<file path="config.mk">
export PLATFORM = sky130hd
export DESIGN_NAME = rtce_cmd
export DESIGN_NICKNAME = d
export VERILOG_FILES = /design/src/hdl/rtce_pkg.sv /design/src/hdl/rtce_cmd.sv
export SDC_FILE = /design/constraint.sdc
export NUM_CORES = 1
export LEC_CHECK = 0
export BUFFER_PORTS_ARGS = -buffer_cell sky130_fd_sc_hd__buf_4
export CAP_MARGIN = 20
export CELL_PAD_IN_SITES_DETAIL_PLACEMENT = 1
export CELL_PAD_IN_SITES_GLOBAL_PLACEMENT = 1
export CORE_MARGIN = 4
export CORE_UTILIZATION = 39
export DETAILED_ROUTE_END_ITERATION = 10
export GPL_ROUTABILITY_DRIVEN = 0
export GPL_TIMING_DRIVEN = 0
export PLACE_DENSITY = 0.9
export SLEW_MARGIN = 15
export SYNTH_ARGS = -nofsm -noshare
export SYNTH_HDL_FRONTEND = slang
export SYNTH_SLANG_ARGS = --single-unit
export TNS_END_PERCENT = 10
</file>
<file path="constraint.sdc">
create_clock -name clock_i -period 6.2 [get_ports clock_i]
set_input_delay 0.93 -clock clock_i [delete_from_list [all_inputs] [get_ports clock_i]]
set_output_delay 0.93 -clock clock_i [all_outputs]
set_load 0.01 [all_outputs]
</file>
<file path="src/hdl/rtce_pkg.sv">
// package: constants for the tag command extension logic
package rtce_pkg;
  localparam logic [7:0] BW_OPCODE = 8'hc7;
  localparam logic [7:0] LOCK_OPCODE = 8'hc5;
  localparam int LOCK_LEN_BITS = 60;
  localparam logic [19:0] LOCK_ALL_PAYLOAD = 20'hfffff;
  localparam logic [15:0] MV_OPCODE = 16'he001;
  localparam int MV_MIN_LEN_BITS = 67;
  localparam logic [7:0] ERR_OTHER = 8'h00;
  localparam logic [7:0] ERR_POWER = 8'h0b;
  localparam logic [1:0] BANK_RESERVED = 2'h0;
  localparam logic [1:0] BANK_IDENT = 2'h1;
  localparam logic [1:0] BANK_TID = 2'h2;
  localparam logic [1:0] BANK_USER = 2'h3;
  localparam int SERIAL_LO = 48;
  localparam int SERIAL_HI = 95;
  localparam int WORD_PTR_W = 8;
  typedef enum logic [2:0] {
    RTCE_ST_READY, RTCE_ST_ARBITRATE, RTCE_ST_REPLY, RTCE_ST_ACK, RTCE_ST_OPEN, RTCE_ST_SECURED
  } rtce_tag_state_t;
  typedef enum logic [2:0] {
    RTCE_RSP_NONE, RTCE_RSP_OK_HANDLE, RTCE_RSP_ERROR, RTCE_RSP_WRITE
  } rtce_rsp_kind_t;
endpackage

</file>
<file path="src/hdl/rtce_cmd.sv">
// module: tag-side command extensions (block write, lock, margin verify, id options)
// Function
// - execute one-word block writes, two-word only with even pointer
// - two-word block write with odd pointer: no write, reply error code
// - block write over two words: error reply, no write
// - block write with zero words gets no reply
// - lock command reduced to a single lock bit
// - power-up memory check sets weak-memory flag on weak bit
// - weak flag set: singulation reports zero-length identifier
// - 48-bit serial portion of identification memory has even parity
// - decode margin-verify: 16-bit opcode, at least 67 bits total
// - margin-verify acted on only in open or secured state
// - margin-verify with mismatched handle is silently ignored
// - too little power for margin check: insufficient-power error
// - other error if bad margin or mask differs from stored bit
// - margin check only on programmable banks, not identification memory
// - fields: bank, bit pointer, length, mask, handle, crc
// - bank codes: 00 reserved, 01 identifier, 10 identification, 11 user
// - mask length 1-255; zero length command ignored
// - compare every stored bit against mask bit under margin read
// - pass reply: header 0, handle, crc; preamble from query flag
// - read-suppress mode keeps session-1 flag in B while refreshed
// - combined-id mode returns identifier plus identification; zero length: only latter
module rtce_cmd #(
  parameter int MEM_AW = 9
) (
  // clock and reset
  input wire logic clock_i,
  input wire logic reset_i,
  // decoded command from the air-link front end
  input wire logic cmd_valid_i,
  input wire logic [15:0] cmd_opcode_i,
  input wire logic [9:0] cmd_len_bits_i,
  input wire logic [rtce_pkg::WORD_PTR_W-1:0] bw_word_ptr_i,
  input wire logic [7:0] bw_word_count_i,
  input wire logic [19:0] lock_payload_i,
  input wire logic [1:0] mv_bank_i,
  input wire logic [MEM_AW-1:0] mv_bit_ptr_i,
  input wire logic [7:0] mv_length_i,
  input wire logic [255:0] mv_mask_i,
  input wire logic [15:0] mv_handle_i,
  // tag context
  input wire logic [2:0] tag_state_i,
  input wire logic [15:0] tag_handle_i,
  input wire logic power_ok_i,
  input wire logic query_trext_i,
  input wire logic s1_refresh_i,
  input wire logic read_suppress_mode_i,
  input wire logic combined_id_inventory_mode_i,
  input wire logic [4:0] id_word_len_i,
  // memory self-check at power-up
  input wire logic selfcheck_done_i,
  input wire logic selfcheck_weak_i,
  // margin-read memory port
  output logic mem_rd_o,
  output logic [1:0] mem_bank_o,
  output logic [MEM_AW-1:0] mem_addr_o,
  input wire logic mem_bit_i,
  input wire logic mem_margin_ok_i,
  // block write and lock actions
  output logic wr_en_o,
  output logic [rtce_pkg::WORD_PTR_W-1:0] wr_ptr_o,
  output logic [1:0] wr_words_o,
  output logic lock_bit_o,
  // reply request to the backscatter encoder
  output logic rsp_valid_o,
  output logic [2:0] rsp_kind_o,
  output logic [7:0] rsp_err_o,
  output logic [15:0] rsp_handle_o,
  output logic rsp_trext_o,
  // inventory view
  output logic weak_flag_o,
  output logic [4:0] inv_id_len_o,
  output logic inv_send_ident_o,
  output logic inv_send_tid_o,
  output logic s1_flag_b_o,
  output logic serial_parity_ok_o,
  input wire logic [47:0] serial_i
);
  typedef enum {MV_IDLE, MV_READ, MV_DONE} rtce_mv_t;
  rtce_mv_t mv_r;
  logic [7:0] mv_cnt_r;
  logic [7:0] mv_len_r;
  logic [MEM_AW-1:0] mv_addr_r;
  logic [1:0] mv_bank_r;
  logic [255:0] mv_mask_r;
  logic mv_fail_r;
  logic weak_r;
  logic s1_b_r;
  logic lock_r;
  logic [4:0] inv_id_len_r;
  logic inv_ident_r;
  logic inv_tid_r;
  logic parity_r;

  wire logic is_bw = cmd_valid_i && cmd_opcode_i[15:8] == rtce_pkg::BW_OPCODE;
  wire logic is_lock = cmd_valid_i && cmd_opcode_i[15:8] == rtce_pkg::LOCK_OPCODE
    && cmd_len_bits_i == 10'(rtce_pkg::LOCK_LEN_BITS);
  wire logic is_mv = cmd_valid_i && cmd_opcode_i == rtce_pkg::MV_OPCODE
    && cmd_len_bits_i >= 10'(rtce_pkg::MV_MIN_LEN_BITS);
  wire logic mv_state_ok = tag_state_i == 3'(rtce_pkg::RTCE_ST_OPEN)
    || tag_state_i == 3'(rtce_pkg::RTCE_ST_SECURED);
  wire logic mv_take = is_mv && mv_state_ok && mv_handle_i == tag_handle_i
    && mv_length_i != 8'h00 && mv_r == MV_IDLE;
  wire logic mv_prog_bank = mv_bank_i != rtce_pkg::BANK_TID;
  wire logic bw_zero = bw_word_count_i == 8'h00;
  wire logic bw_one = bw_word_count_i == 8'h01;
  wire logic bw_two_ok = bw_word_count_i == 8'h02 && !bw_word_ptr_i[0];
  wire logic bw_err = !bw_zero && !bw_one && !bw_two_ok;
  wire logic bw_go = is_bw && (bw_one || bw_two_ok);
  wire logic mv_bit_bad = mem_bit_i != mv_mask_r[mv_cnt_r] || !mem_margin_ok_i;

  // margin-verify walk, one stored bit every two cycles (read, then compare)
  always_ff @(posedge clock_i) begin
    if (reset_i) begin
      mv_r <= MV_IDLE;
      mv_cnt_r <= 8'h00;
      mv_len_r <= 8'h00;
      mv_addr_r <= '0;
      mv_bank_r <= 2'h0;
      mv_mask_r <= '0;
      mv_fail_r <= 1'b0;
    end else begin
      unique case (mv_r)
        MV_IDLE: begin
          if (mv_take && power_ok_i && mv_prog_bank) begin
            mv_r <= MV_READ;
            mv_cnt_r <= 8'h00;
            mv_len_r <= mv_length_i;
            mv_addr_r <= mv_bit_ptr_i;
            mv_bank_r <= mv_bank_i;
            mv_mask_r <= mv_mask_i;
            mv_fail_r <= 1'b0;
          end
        end
        MV_READ: begin
          // memory answers one cycle after the read strobe
          mv_r <= MV_DONE;
        end
        MV_DONE: begin
          if (mv_bit_bad) mv_fail_r <= 1'b1;
          if (mv_cnt_r + 8'h01 == mv_len_r) begin
            mv_r <= MV_IDLE;
          end else begin
            mv_cnt_r <= mv_cnt_r + 8'h01;
            mv_addr_r <= mv_addr_r + MEM_AW'(1);
            mv_r <= MV_READ;
          end
        end
      endcase
    end
  end

  wire logic mv_last = mv_r == MV_DONE && mv_cnt_r + 8'h01 == mv_len_r;
  wire logic mv_fail_now = mv_fail_r || mv_bit_bad;
  assign mem_rd_o = mv_r == MV_READ;
  assign mem_bank_o = mv_bank_r;
  assign mem_addr_o = mv_addr_r;

  // reply selection, decoded here so the clocked blocks stay short
  wire logic bw_err_hit = is_bw && bw_err;
  wire logic early_hit = bw_go || bw_err_hit || is_lock;
  wire logic mv_pwr_hit = mv_take && !power_ok_i;
  // identification bank is read-only, so the check is refused outright
  wire logic mv_bank_hit = mv_take && power_ok_i && !mv_prog_bank;
  wire logic mv_end_hit = !early_hit && mv_last;
  wire logic mv_pass_hit = mv_end_hit && !mv_fail_now;
  wire logic rsp_fire = bw_err_hit || mv_pwr_hit || mv_bank_hit || mv_end_hit;
  wire logic [2:0] rsp_kind_nxt = mv_pass_hit ? 3'(rtce_pkg::RTCE_RSP_OK_HANDLE)
    : 3'(rtce_pkg::RTCE_RSP_ERROR);
  wire logic [7:0] rsp_err_nxt = mv_pwr_hit ? rtce_pkg::ERR_POWER : rtce_pkg::ERR_OTHER;
  // single lock bit: all ones locks everything until reset
  wire logic lock_all = is_lock && lock_payload_i == rtce_pkg::LOCK_ALL_PAYLOAD;
  wire logic lock_nxt = lock_r || lock_all;

  // reply strobe, one cycle wide
  always_ff @(posedge clock_i) begin
    if (reset_i) begin
      rsp_valid_o <= 1'b0;
    end else begin
      rsp_valid_o <= rsp_fire;
    end
  end

  // reply kind holds until the next reply
  always_ff @(posedge clock_i) begin
    if (reset_i) begin
      rsp_kind_o <= 3'(rtce_pkg::RTCE_RSP_NONE);
    end else if (rsp_fire) begin
      rsp_kind_o <= rsp_kind_nxt;
    end
  end

  // error code holds as well, so a late reader still sees it
  always_ff @(posedge clock_i) begin
    if (reset_i) begin
      rsp_err_o <= 8'h00;
    end else if (rsp_fire) begin
      rsp_err_o <= rsp_err_nxt;
    end
  end

  // handle and preamble follow the round, not the command
  always_ff @(posedge clock_i) begin
    if (reset_i) begin
      rsp_handle_o <= 16'h0000;
      rsp_trext_o <= 1'b0;
    end else begin
      rsp_handle_o <= tag_handle_i;
      rsp_trext_o <= query_trext_i;
    end
  end

  // block write strobe; the array does the word programming
  always_ff @(posedge clock_i) begin
    if (reset_i) begin
      wr_en_o <= 1'b0;
    end else begin
      wr_en_o <= bw_go;
    end
  end

  // write target holds after the strobe for the array's sake
  always_ff @(posedge clock_i) begin
    if (reset_i) begin
      wr_ptr_o <= '0;
      wr_words_o <= 2'h0;
    end else if (bw_go) begin
      wr_ptr_o <= bw_word_ptr_i;
      wr_words_o <= bw_word_count_i[1:0];
    end
  end

  // lock bit survives every command until reset
  always_ff @(posedge clock_i) begin
    if (reset_i) begin
      lock_r <= 1'b0;
    end else begin
      lock_r <= lock_nxt;
    end
  end
  assign lock_bit_o = lock_r;

  // power-up self-check result and session-1 flag
  wire logic weak_nxt = weak_r || (selfcheck_done_i && selfcheck_weak_i);
  // without suppress mode the flag is cleared on the next clock
  wire logic s1_b_nxt = read_suppress_mode_i && (s1_refresh_i || s1_b_r);

  // weak flag sticks until next power-up reset
  always_ff @(posedge clock_i) begin
    if (reset_i) begin
      weak_r <= 1'b0;
    end else begin
      weak_r <= weak_nxt;
    end
  end

  // refresh keeps B only while suppress mode is on
  always_ff @(posedge clock_i) begin
    if (reset_i) begin
      s1_b_r <= 1'b0;
    end else begin
      s1_b_r <= s1_b_nxt;
    end
  end
  assign weak_flag_o = weak_r;
  assign s1_flag_b_o = s1_b_r;

  // inventory view; weak_nxt keeps the length in step with the flag
  wire logic [4:0] inv_id_len_nxt = weak_nxt ? 5'h00 : id_word_len_i;
  wire logic inv_ident_nxt = !weak_nxt && id_word_len_i != 5'h00;
  wire logic inv_tid_nxt = combined_id_inventory_mode_i;
  wire logic parity_nxt = ~^serial_i;

  // identifier part of the inventory reply
  always_ff @(posedge clock_i) begin
    if (reset_i) begin
      inv_id_len_r <= 5'h00;
      inv_ident_r <= 1'b0;
    end else begin
      inv_id_len_r <= inv_id_len_nxt;
      inv_ident_r <= inv_ident_nxt;
    end
  end

  // identification part and its parity; one cycle late, reloaded every clock
  always_ff @(posedge clock_i) begin
    if (reset_i) begin
      inv_tid_r <= 1'b0;
      parity_r <= 1'b0;
    end else begin
      inv_tid_r <= inv_tid_nxt;
      parity_r <= parity_nxt;
    end
  end
  assign inv_id_len_o = inv_id_len_r;
  assign inv_send_ident_o = inv_ident_r;
  assign inv_send_tid_o = inv_tid_r;
  assign serial_parity_ok_o = parity_r;
endmodule // rtce_cmd

</file>
## Yosys cells after proc, flatten, opt, wreduce, memory -nomap -nowiden

Cells that the tools add are included.
W data, S select, Z words.

- $lt $le $gt $ge: 2
- Reductions and logical operators: 58
- Multiplexer cells: 16
- Equality and inequality tests: 20
- $add $sub $neg: 2

Operators by type and width:

| operator | count |
|---|---|
| $pmux W32 S3 | 1 |
| $eq A32 B2 Y1 const B | 2 |
| $logic_not A32 Y1 | 2 |
| $reduce_xnor A48 Y1 | 1 |
| $eq A32 B1 Y1 const B | 1 |
| $eq A32 B3 Y1 const B | 1 |
| $mux W32 | 1 |
| $logic_and A1 B1 Y1 | 25 |
| $eq A20 B20 Y1 const B | 1 |
| $mux W9 | 2 |
| $pmux W9 S2 | 1 |
| $eq A16 B16 Y1 | 1 |
| $eq A16 B16 Y1 const B | 1 |
| $eq A8 B8 Y1 const B | 2 |
| $mux W8 | 2 |
| $pmux W8 S2 | 1 |
| $logic_or A1 B1 Y1 | 12 |
| $eq A10 B6 Y1 const B | 1 |
| $ge A10 B7 Y1 const B | 1 |
| $logic_not A1 Y1 | 10 |
| $add A9 B1 Y9 const B | 1 |
| $lt A8 B9 Y1 const B | 1 |
| $add A8 B1 Y8 const B | 1 |
| $bmux W1 S8 | 1 |
| other kinds (17) | 25 |

- Input bits: 437
- Register bits after elaboration: 367
- Output and inout bits: 63
- Word-level logic and storage cells: 120

## Logic depth before layout (Yosys ltp)

Gate-level depths: netlist of run 1.

- Depth after elaboration: 11
- Gate-level depth with buffers: 13
- Mapped depth without buffers: 9

## Worst setup path after synthesis of run 1

No wires, ideal clock.

- Path type: in2reg
- Start point: input port tag_handle_i[10]
- End point: register mv_addr_r[0], in the netlist mem_addr_o[0]
- Buffers on the path: 1
- Stages on the path: 9
- Setup time: 0.074 ns
- Required time: 6.126 ns
- Arrival time: 3.068 ns
- Setup slack: 3.058 ns
- Cell sequence: xor2_1 -> nor4_1 -> nand3_1 -> or4_1 -> or2_0 -> buf_2 -> a21o_1 -> or3b_2 -> a31oi_1

- Longest elaborated chain between the ends: 8

RTL lines:

| item | RTL line | source |
|---|---|---|
| from (decl) | rtce_cmd.sv:44 | `input wire logic [15:0] tag_handle_i,` |
| $eq A16 B16 Y1 | rtce_cmd.sv:103 | `wire logic mv_take = is_mv && mv_state_ok && mv_handle_i == tag_handle_i` |
| $logic_and A1 B1 Y1 | rtce_cmd.sv:103 |  |
| $logic_and A1 B1 Y1 (2 in series) | rtce_cmd.sv:104 | `&& mv_length_i != 8'h00 && mv_r == MV_IDLE;` |
| $logic_and A1 B1 Y1 (2 in series) | rtce_cmd.sv:126 | `if (mv_take && power_ok_i && mv_prog_bank) begin` |
| $ne A2 B2 Y1 (no source line) | - |  |
| $reduce_and A3 Y1 (no source line) | - |  |
| to (signal assigned) | rtce_cmd.sv:130 | `mv_addr_r <= mv_bit_ptr_i;` |
| to (signal assigned) | rtce_cmd.sv:146 | `mv_addr_r <= mv_addr_r + MEM_AW'(1);` |
| to (decl) | rtce_cmd.sv:84 | `logic [MEM_AW-1:0] mv_addr_r;` |

Every way passes these cells.
A chain may end at the register's enable or synchronous reset.

## Worst setup path in the final report of run 1

- Start point: input port cmd_opcode_i[12]
- End point: register mv_mask_r[23]

- Longest elaborated chain between the ends: 10

RTL lines:

| item | RTL line | source |
|---|---|---|
| from (decl) | rtce_cmd.sv:32 | `input wire logic [15:0] cmd_opcode_i,` |
| $eq A16 B16 Y1 | rtce_cmd.sv:99 | `wire logic is_mv = cmd_valid_i && cmd_opcode_i == rtce_pkg::MV_OPCODE` |
| $logic_and A1 B1 Y1 | rtce_cmd.sv:99 |  |
| $logic_and A1 B1 Y1 | rtce_cmd.sv:100 | `&& cmd_len_bits_i >= 10'(rtce_pkg::MV_MIN_LEN_BITS);` |
| $logic_and A1 B1 Y1 (2 in series) | rtce_cmd.sv:103 |  |
| $logic_and A1 B1 Y1 (2 in series) | rtce_cmd.sv:104 |  |
| $logic_and A1 B1 Y1 (2 in series) | rtce_cmd.sv:126 |  |
| $reduce_and A2 Y1 (no source line) | - |  |
| to (signal assigned) | rtce_cmd.sv:132 | `mv_mask_r <= mv_mask_i;` |
| to (decl) | rtce_cmd.sv:86 | `logic [255:0] mv_mask_r;` |

Every way passes these cells.

==> results of run 1 <==
-- power by group through the flow --
stage | clock, W | combinational, W | sequential, W
2_1_floorplan | 0 | 0.000146 | 0.00218
5_1_grt | 0.00235 | 0.000487 | 0.00213
3_5_place_dp | 0 | 0.000451 | 0.00218
6_report | 0.00224 | 0.000455 | 0.00213
3_3_place_gp | 0 | 0.000441 | 0.00218
4_1_cts | 0.00226 | 0.000457 | 0.00213
-- routing by layer --
layer	track usage, %	vias up	part of all wire [%]	wire length (um)
met3	6.27	173	7.1	4670
met2	56.9	676	52	34000
met1	33.7	7530	36	23700
met4	13.3	4	4.9	3200
li1	-	7027	-	-
met5	0	-	0.052	34
-- final cells by class --
type | instances | area, um2 | share of cell area [%]
multi-input combinational | 1275 | 7470 | 36.8
sequential | 329 | 6590 | 32.5
timing repair buffer | 492 | 3700 | 18.2
clock buffer | 53 | 1080 | 5.31
tap | 504 | 631 | 3.11
buffer | 141 | 619 | 3.05
clock inverter | 12 | 146 | 0.722
inverter | 10 | 37.5 | 0.185
antenna | 7 | 17.5 | 0.0864
-- cell families (layout without fill, tap and decap cells) --
logic type	count (synthesis)	count (layout)
buffers and inverters	151	708
adder cells (fa/ha/maj)	2	2
AND/OR/NAND/NOR	729	729
AO/OA/AOI/OAI	378	378
XOR/XNOR	73	73
other	1	13
flip-flops	329	329
multiplexers	87	87
-- worst max-delay path, stage by stage --
cell and delay, ns:
buf_4 0.10, nand2b_1 0.15, nor4_1 0.66, nand3_1 0.20, or4_1 0.63, nor2_1 0.28
clkbuf_1 0.81, clkbuf_1 0.43, nand2_1 0.17, a21oi_1 0.17
-- path summary, 6_finish.rpt --
path | end | depth (start not counted) | from
worst max-delay path | mv_mask_r[23] | 10 | cmd_opcode_i[12]
worst min-delay path | mv_mask_r[105] | 2 | mv_mask_r[105]
worst max register to register | rsp_kind_o[0] | 9 | mv_cnt_r[1]
worst min register to register | mv_mask_r[105] | 2 | mv_mask_r[105]
-- synthesized netlist by cell type, types with 10 or more instances --
library cell  number  share of area, %
dfxtp_1          329                45
buf_4             13              0.66
mux2i_1           23               1.6
nor4_1            14              0.60
and3_1            11              0.47
nand3_1           13              0.44
xor2_1            24               1.4
nor2_1            37              0.95
nand4_1           12              0.51
clkbuf_1         107               2.7
xnor2_1           47               2.8
a22oi_1           21               1.1
inv_1             10              0.26
nor2b_1           29               1.2
o21ai_0           16              0.55
mux4_2            58               8.9
nand2_1          563                14
a21oi_1          297                10
nor3_1            11              0.37
buf_2             15              0.51
-- cells in the final DEF (no fill, tap or decap), types with 8 or more instances in the layout --
master | netlist | final
a21oi_1 | 297 | 297
a22oi_1 | 21 | 21
and3_1 | 11 | 11
buf_2 | 15 | 15
buf_4 | 13 | 504
clkbuf_1 | 107 | 115
clkbuf_16 | 0 | 38
clkinv_2 | 0 | 8
dfxtp_1 | 329 | 329
inv_1 | 10 | 10
mux2i_1 | 23 | 23
mux4_2 | 58 | 58
nand2_1 | 563 | 563
nand3_1 | 13 | 13
nand4_1 | 12 | 12
nor2_1 | 37 | 37
nor2b_1 | 29 | 29
nor3_1 | 11 | 11
nor4_1 | 14 | 14
o21ai_0 | 16 | 16
or2_2 | 8 | 8
xnor2_1 | 47 | 47
xor2_1 | 24 | 24
-- stage by stage --
stage / setup slack (ns) / hold WS (ns) / power, W
4_1_cts: 2.09 / 0.452 / 0.00485
6_report: 2.10 / 0.451 / 0.00483
3_5_place_dp: 1.54 / 0.444 / 0.00263
5_1_grt: 1.98 / 0.466 / 0.00497
3_3_place_gp: 1.62 / 0.436 / 0.00262
2_1_floorplan: 3.06 / 0.427 / 0.00233
-- state kept, by name, summed over array words and instances (netlist names), 2 cells and up --
name,count
inv_id_len_o,5
mem_bank_o,2
rsp_kind_o,2
mv_mask_r,256
wr_ptr_o,8
rsp_handle_o,16
mv_len_r,8
wr_words_o,2
mv_r,2
mem_addr_o,9
mv_cnt_r,8
==> results by group, run 1 <==
Logic synthesis
  – Avg Cell Area, Syn: between 8 and 9 um2
  – Fraction of registers with async set/reset: 0%
  – Register bit total from synthesis: between 300 and 400
  – Xor/xnor cell area share of the yosys netlist: roughly 4.5%
  – Most used DFF post-synth: dfxtp_1
  – Synth unique cells: ~60
  – Sequential-to-total area share from yosys stat: 44.8%
  – Post-Syn Instances: around 1800
  – Synth Area in Compound Gates: between 10% and 20%
  – Mux contribution to synthesized area: 10.9%
  – Post-synth EDFFs: 0
  – Yosys Warn Count: 0
  – Largest family of logic cells by synthesized area: simple AND/OR/NAND/NOR gates
  – Post-Synth Adder-Cell Area: 0.170%
  – Synth Cell Area: approximately 15000 um2
  – Post-Synth Simple-Gate Area: about a fifth

Clock network
  – CTS buffer count: 37
  – Clk root buf: clkbuf_16
  – Postcts setup bufs: 0
  – Hold buffers post-CTS: 0
  – CTS tree: built
  – Maximum clock path buffer count: 3
  – CTS clock-pin slew for the worst setup and hold paths: about 0.06 ns
  – Worst-Skew Late Latency: ~0.53 ns
  – Htree depth: 2
  – CTS sink count: about 330
  – Count of cells resized by post-cts repair: 0

Global routing
  – First-pass GRT wire length: between 90 and 100 mm
  – Largest net degree at the start of global routing: 14
  – Initial antenna violation count: 10
  – GRT Util Overall: between 30% and 40%
  – GRT overflow: 0
  – Number of global-route vias before repair: roughly 17000

Pwr
  – Clock power share: a little under half
  – Sw frac: between 20% and 30%
  – Internal power: about 0.0037 W
  – Power density over the cells: 238 nW/um2
  – Comb pwr share: a little under a tenth
  – Switching pwr: between 0.001 and 0.0015 W
  – Sequential fraction of design power: ~44%
  – Static leakage: 7.69 nW
  – Peak supply drop: ~160 uV

STA
  – Peak Freq: 244 MHz
  – Max-slew headroom: approximately a quarter
  – Worst Clk Skew: about 0.019 ns
  – RSZ-0062 raised after global routing: false
  – Final hold vios: 0
  – Fin crit share: around two thirds
  – Max Slew Vio Count: 0
  – Final setup viols: 0
  – Slew @ Worst Pin: between 1 and 1.5 ns
  – Min Tclk post-route: ~4 ns
  – Setup TNS: 0 ns

Final layout
  – Fillers: ~4400
  – Area growth syn-to-layout: 38.0%
  – Layout cell share with drive strength beyond 1: between 20% and 30%
  – Fin nets: around 2700
  – Post-route cell area: 20300 um2
  – Finished Core Util: about 55%
  – Non-Filler Instances: 2823

Detailed routing
  – Drt first pass iters: 5
  – Post-route ant nets: 0
  – Vias/cell: 5.46
  – Iteration-0 DRC Markers: ~1000
  – Post-Route WL: 65.6 mm
  – DRC Markers: 0
  – Via count: 15400
  – Post-detailed-route wirelength per cell: between 20 and 25 um

Die
  – Starting Density: 39.8%
  – Die ar.: between 40000 and 50000 um2
  – IO Count: 500
  – Die H: 202 um
  – Num rows: 70
  – Die width: a little over 200 um
  – Core area: roughly 37000 um2

Status
  – Status: finished clean

Setup path
  – Crit-path max FO: 10
  – Arrival time worst endpoint: 4.55 ns
  – Startpoint Class: input pin
  – Worst setup EP type: flip-flop
  – R2R Setup Slk: around 2.2 ns
  – Crit path kind: input pin to flip-flop
  – Req. time, crit path: around 6.7 ns

Place
  – Inst Count DP: between 2000 and 3000
  – IO Port Bufs: 491
  – HPWL Detailed: slightly above 50 mm
  – Placed cell areas: 19000 um2

Worst hold path
  – Hold Crit Class: flip-flop to flip-flop

Run
  – MaxCap Viol Count: 0
(Power assumes the default switching activity.)
==> run 2: changes to the inputs <==
Settings changed: CORE_UTILIZATION 39 to 37, PLACE_DENSITY 0.9 to 0.86.
Clock period 6.2 ns to 4.2 ns, I/O delays scaled along.
==> results by group, run 2 (same netlist as run 1, synthesis figures left out) <==
Status
  – Status: finished clean

Global routing
  – First-pass GRT wire length: 97.8 mm (-0.20%)
  – GRT overflow: 0 (unchanged)
  – Initial antenna violation count: 15 (+5)
  – Number of global-route vias before repair: 16700 (-1.2%)
  – GRT Util Overall: 29.2% (-1.5 points)
  – Largest net degree at the start of global routing: 14 (unchanged)

Die
  – Core area: 38900 um2 (+5.5%)
  – Die width: 207 um (+2.6%)
  – Die ar.: 43000 um2 (+5.2%)
  – Starting Density: 37.7% (-2.1 points)
  – Num rows: 72 (+2.9%)
  – Die H: 207 um (+2.6%)
  – IO Count: 500 (unchanged)

Setup path
  – Worst path cell trace: buf_2 -> buf_2 -> clkbuf_1 -> mux4_2 -> a22oi_1 -> a21oi_1 -> a21oi_1 -> nand3_1 -> o21ai_0 -> or2_2 -> o211a_1
  – Arrival time worst endpoint: 4.46 ns (-0.09 ns)
  – Crit-path leading delay family: buffers and inverters
  – CP bufs+invs: 3 (unchanged)
  – Startpoint Class: flip-flop
  – Slowest stage delay, CP: 0.85 ns (+0.04 ns)
  – Crit-path max FO: 10 (unchanged)
  – Crit path kind: flip-flop to flip-flop
  – Req. time, crit path: 4.62 ns (-2.03 ns)
  – Worst setup EP type: flip-flop
  – CP max-delay cell: clkbuf_1

STA
  – Slew @ Worst Pin: 1.08 ns (-0.0381 ns)
  – Peak Freq: 247 MHz
  – Max Slew Vio Count: 0 (unchanged)
  – Slack of the critical path: 0.159 ns (-1.94 ns)
  – Fin crit share: 96.2%
  – Final setup viols: 0 (unchanged)
  – Worst Clk Skew: 0.0168 ns (-0.00205 ns)
  – Setup TNS: 0 ns (unchanged)
  – Final hold vios: 0 (unchanged)
  – RSZ-0062 raised after global routing: false
  – Min Tclk post-route: about 4 ns
  – Max-slew headroom: 27.9% (+2.5 points)

Pwr
  – Switching pwr: 0.00164 W (+49%)
  – Sw frac: 23.0% (+0.23 points)
  – Clock power share: 46.5% (about the same)
  – Comb pwr share: 9.4% (about the same)
  – Internal power: 0.00550 W (+47%)
  – Sequential fraction of design power: 44.1% (about the same)
  – Power density over the cells: 351 nW/um2 (+48%)
  – Static leakage: 7.69 nW (about the same)
  – Peak supply drop: 237 uV (+53%)
  – Design Power: 0.00714 W (+48%)

Clock network
  – Clk root buf: clkbuf_16
  – Count of cells resized by post-cts repair: 0 (unchanged)
  – Maximum clock path buffer count: 3 (unchanged)
  – Postcts setup bufs: 0 (unchanged)
  – Htree depth: 2 (unchanged)
  – CTS sink count: 329 (unchanged)
  – CTS clock-pin slew for the worst setup and hold paths: 0.06 ns (about the same)
  – Worst-Skew Late Latency: 0.54 ns (about the same)
  – Hold buffers post-CTS: 0 (unchanged)
  – CTS tree: built
  – CTS buffer count: 37 (unchanged)

Detailed routing
  – Drt first pass iters: 5 (unchanged)
  – Vias/cell: 5.43 (-0.53%)
  – Iteration-0 DRC Markers: 1123 (+14%)
  – Post-route ant nets: 0 (unchanged)
  – Post-Route WL: 66.2 mm (+0.92%)
  – Post-detailed-route wirelength per cell: 23.3 um (+0.24%)
  – Via count: 15400 (+0.14%)
  – DRC Markers: 0 (unchanged)

Final layout
  – Area growth syn-to-layout: 38.2%
  – Largest reg by FF count: mv_mask_r
  – Finished Core Util: 52.2% (-2.8 points)
  – Fin nets: 2724 (-0.037%)
  – Commonest non-fill, non-tap cell in the layout: nand2_1
  – Largest register FFs: 256 (unchanged)
  – Most frequent cells in the layout: nand2_1, buf_4, dfxtp_1
  – Layout cell share with drive strength beyond 1: 28.4% (+0.043 points)

Place
  – IO Port Bufs: 491 (unchanged)
  – HPWL Detailed: 51.0 mm (+1.1%)
  – Pre-CTS setup slack: -0.0143 ns (-1.55 ns)

Worst hold path
  – Hold Crit Class: input pin to flip-flop

Run
  – MaxCap Viol Count: 0 (unchanged)
[run 2: worst paths after layout]
kind | startpoint | to | slack (ns) | cells past startpoint
setup / recovery | mv_cnt_r[1] | rsp_kind_o[1] | 0.16 | 11
hold reg to reg | mv_mask_r[135] | mv_mask_r[135] | 0.45 | 2
hold / removal | query_trext_i | rsp_trext_o | 0.32 | 2
setup reg to reg | mv_cnt_r[1] | rsp_kind_o[1] | 0.16 | 11
[run 2: layout make-up]
class / instances / area, um2
inverter: 10 / 37.5
tap: 518 / 648
multi-input combinational: 1275 / 7470
sequential: 329 / 6590
fill: 4736 / 18600
buffer: 141 / 619
timing repair buffer: 491 / 3690
clock inverter: 13 / 163
clock buffer: 53 / 1070
antenna: 12 / 30.0
[run 2: power by group through the flow]
stage	Clock [W]	Sequential (W)	Combinational (W)
final	0.00332	0.00314	0.000672
after global routing	0.00350	0.00314	0.000714
after CTS	0.00336	0.00314	0.000673
after detailed placement	0	0.00321	0.000668
after global placement	0	0.00321	0.000657
after floorplan	0	0.00322	0.000216
[run 2: through the flow]
step	hold slack, ns	cells	instance area [um2]
floorplan	0.427	1755	14700
global placement	0.435	2764	19000
detailed placement	0.445	2764	19000
CTS	0.300	2830	20300
global route	0.322	2841	20300
finish	0.324	2842	20300
[run 2: per-layer routing]
layer | share of wire (%) | GRT usage [%] | vias to the layer above
met1 | 37 | 32.8 | 7486
li1 | - | - | 7030
met4 | 5.7 | 15.4 | 8
met2 | 50 | 51.7 | 714
met3 | 7.3 | 6.41 | 193
met5 | 0.080 | 0 | -
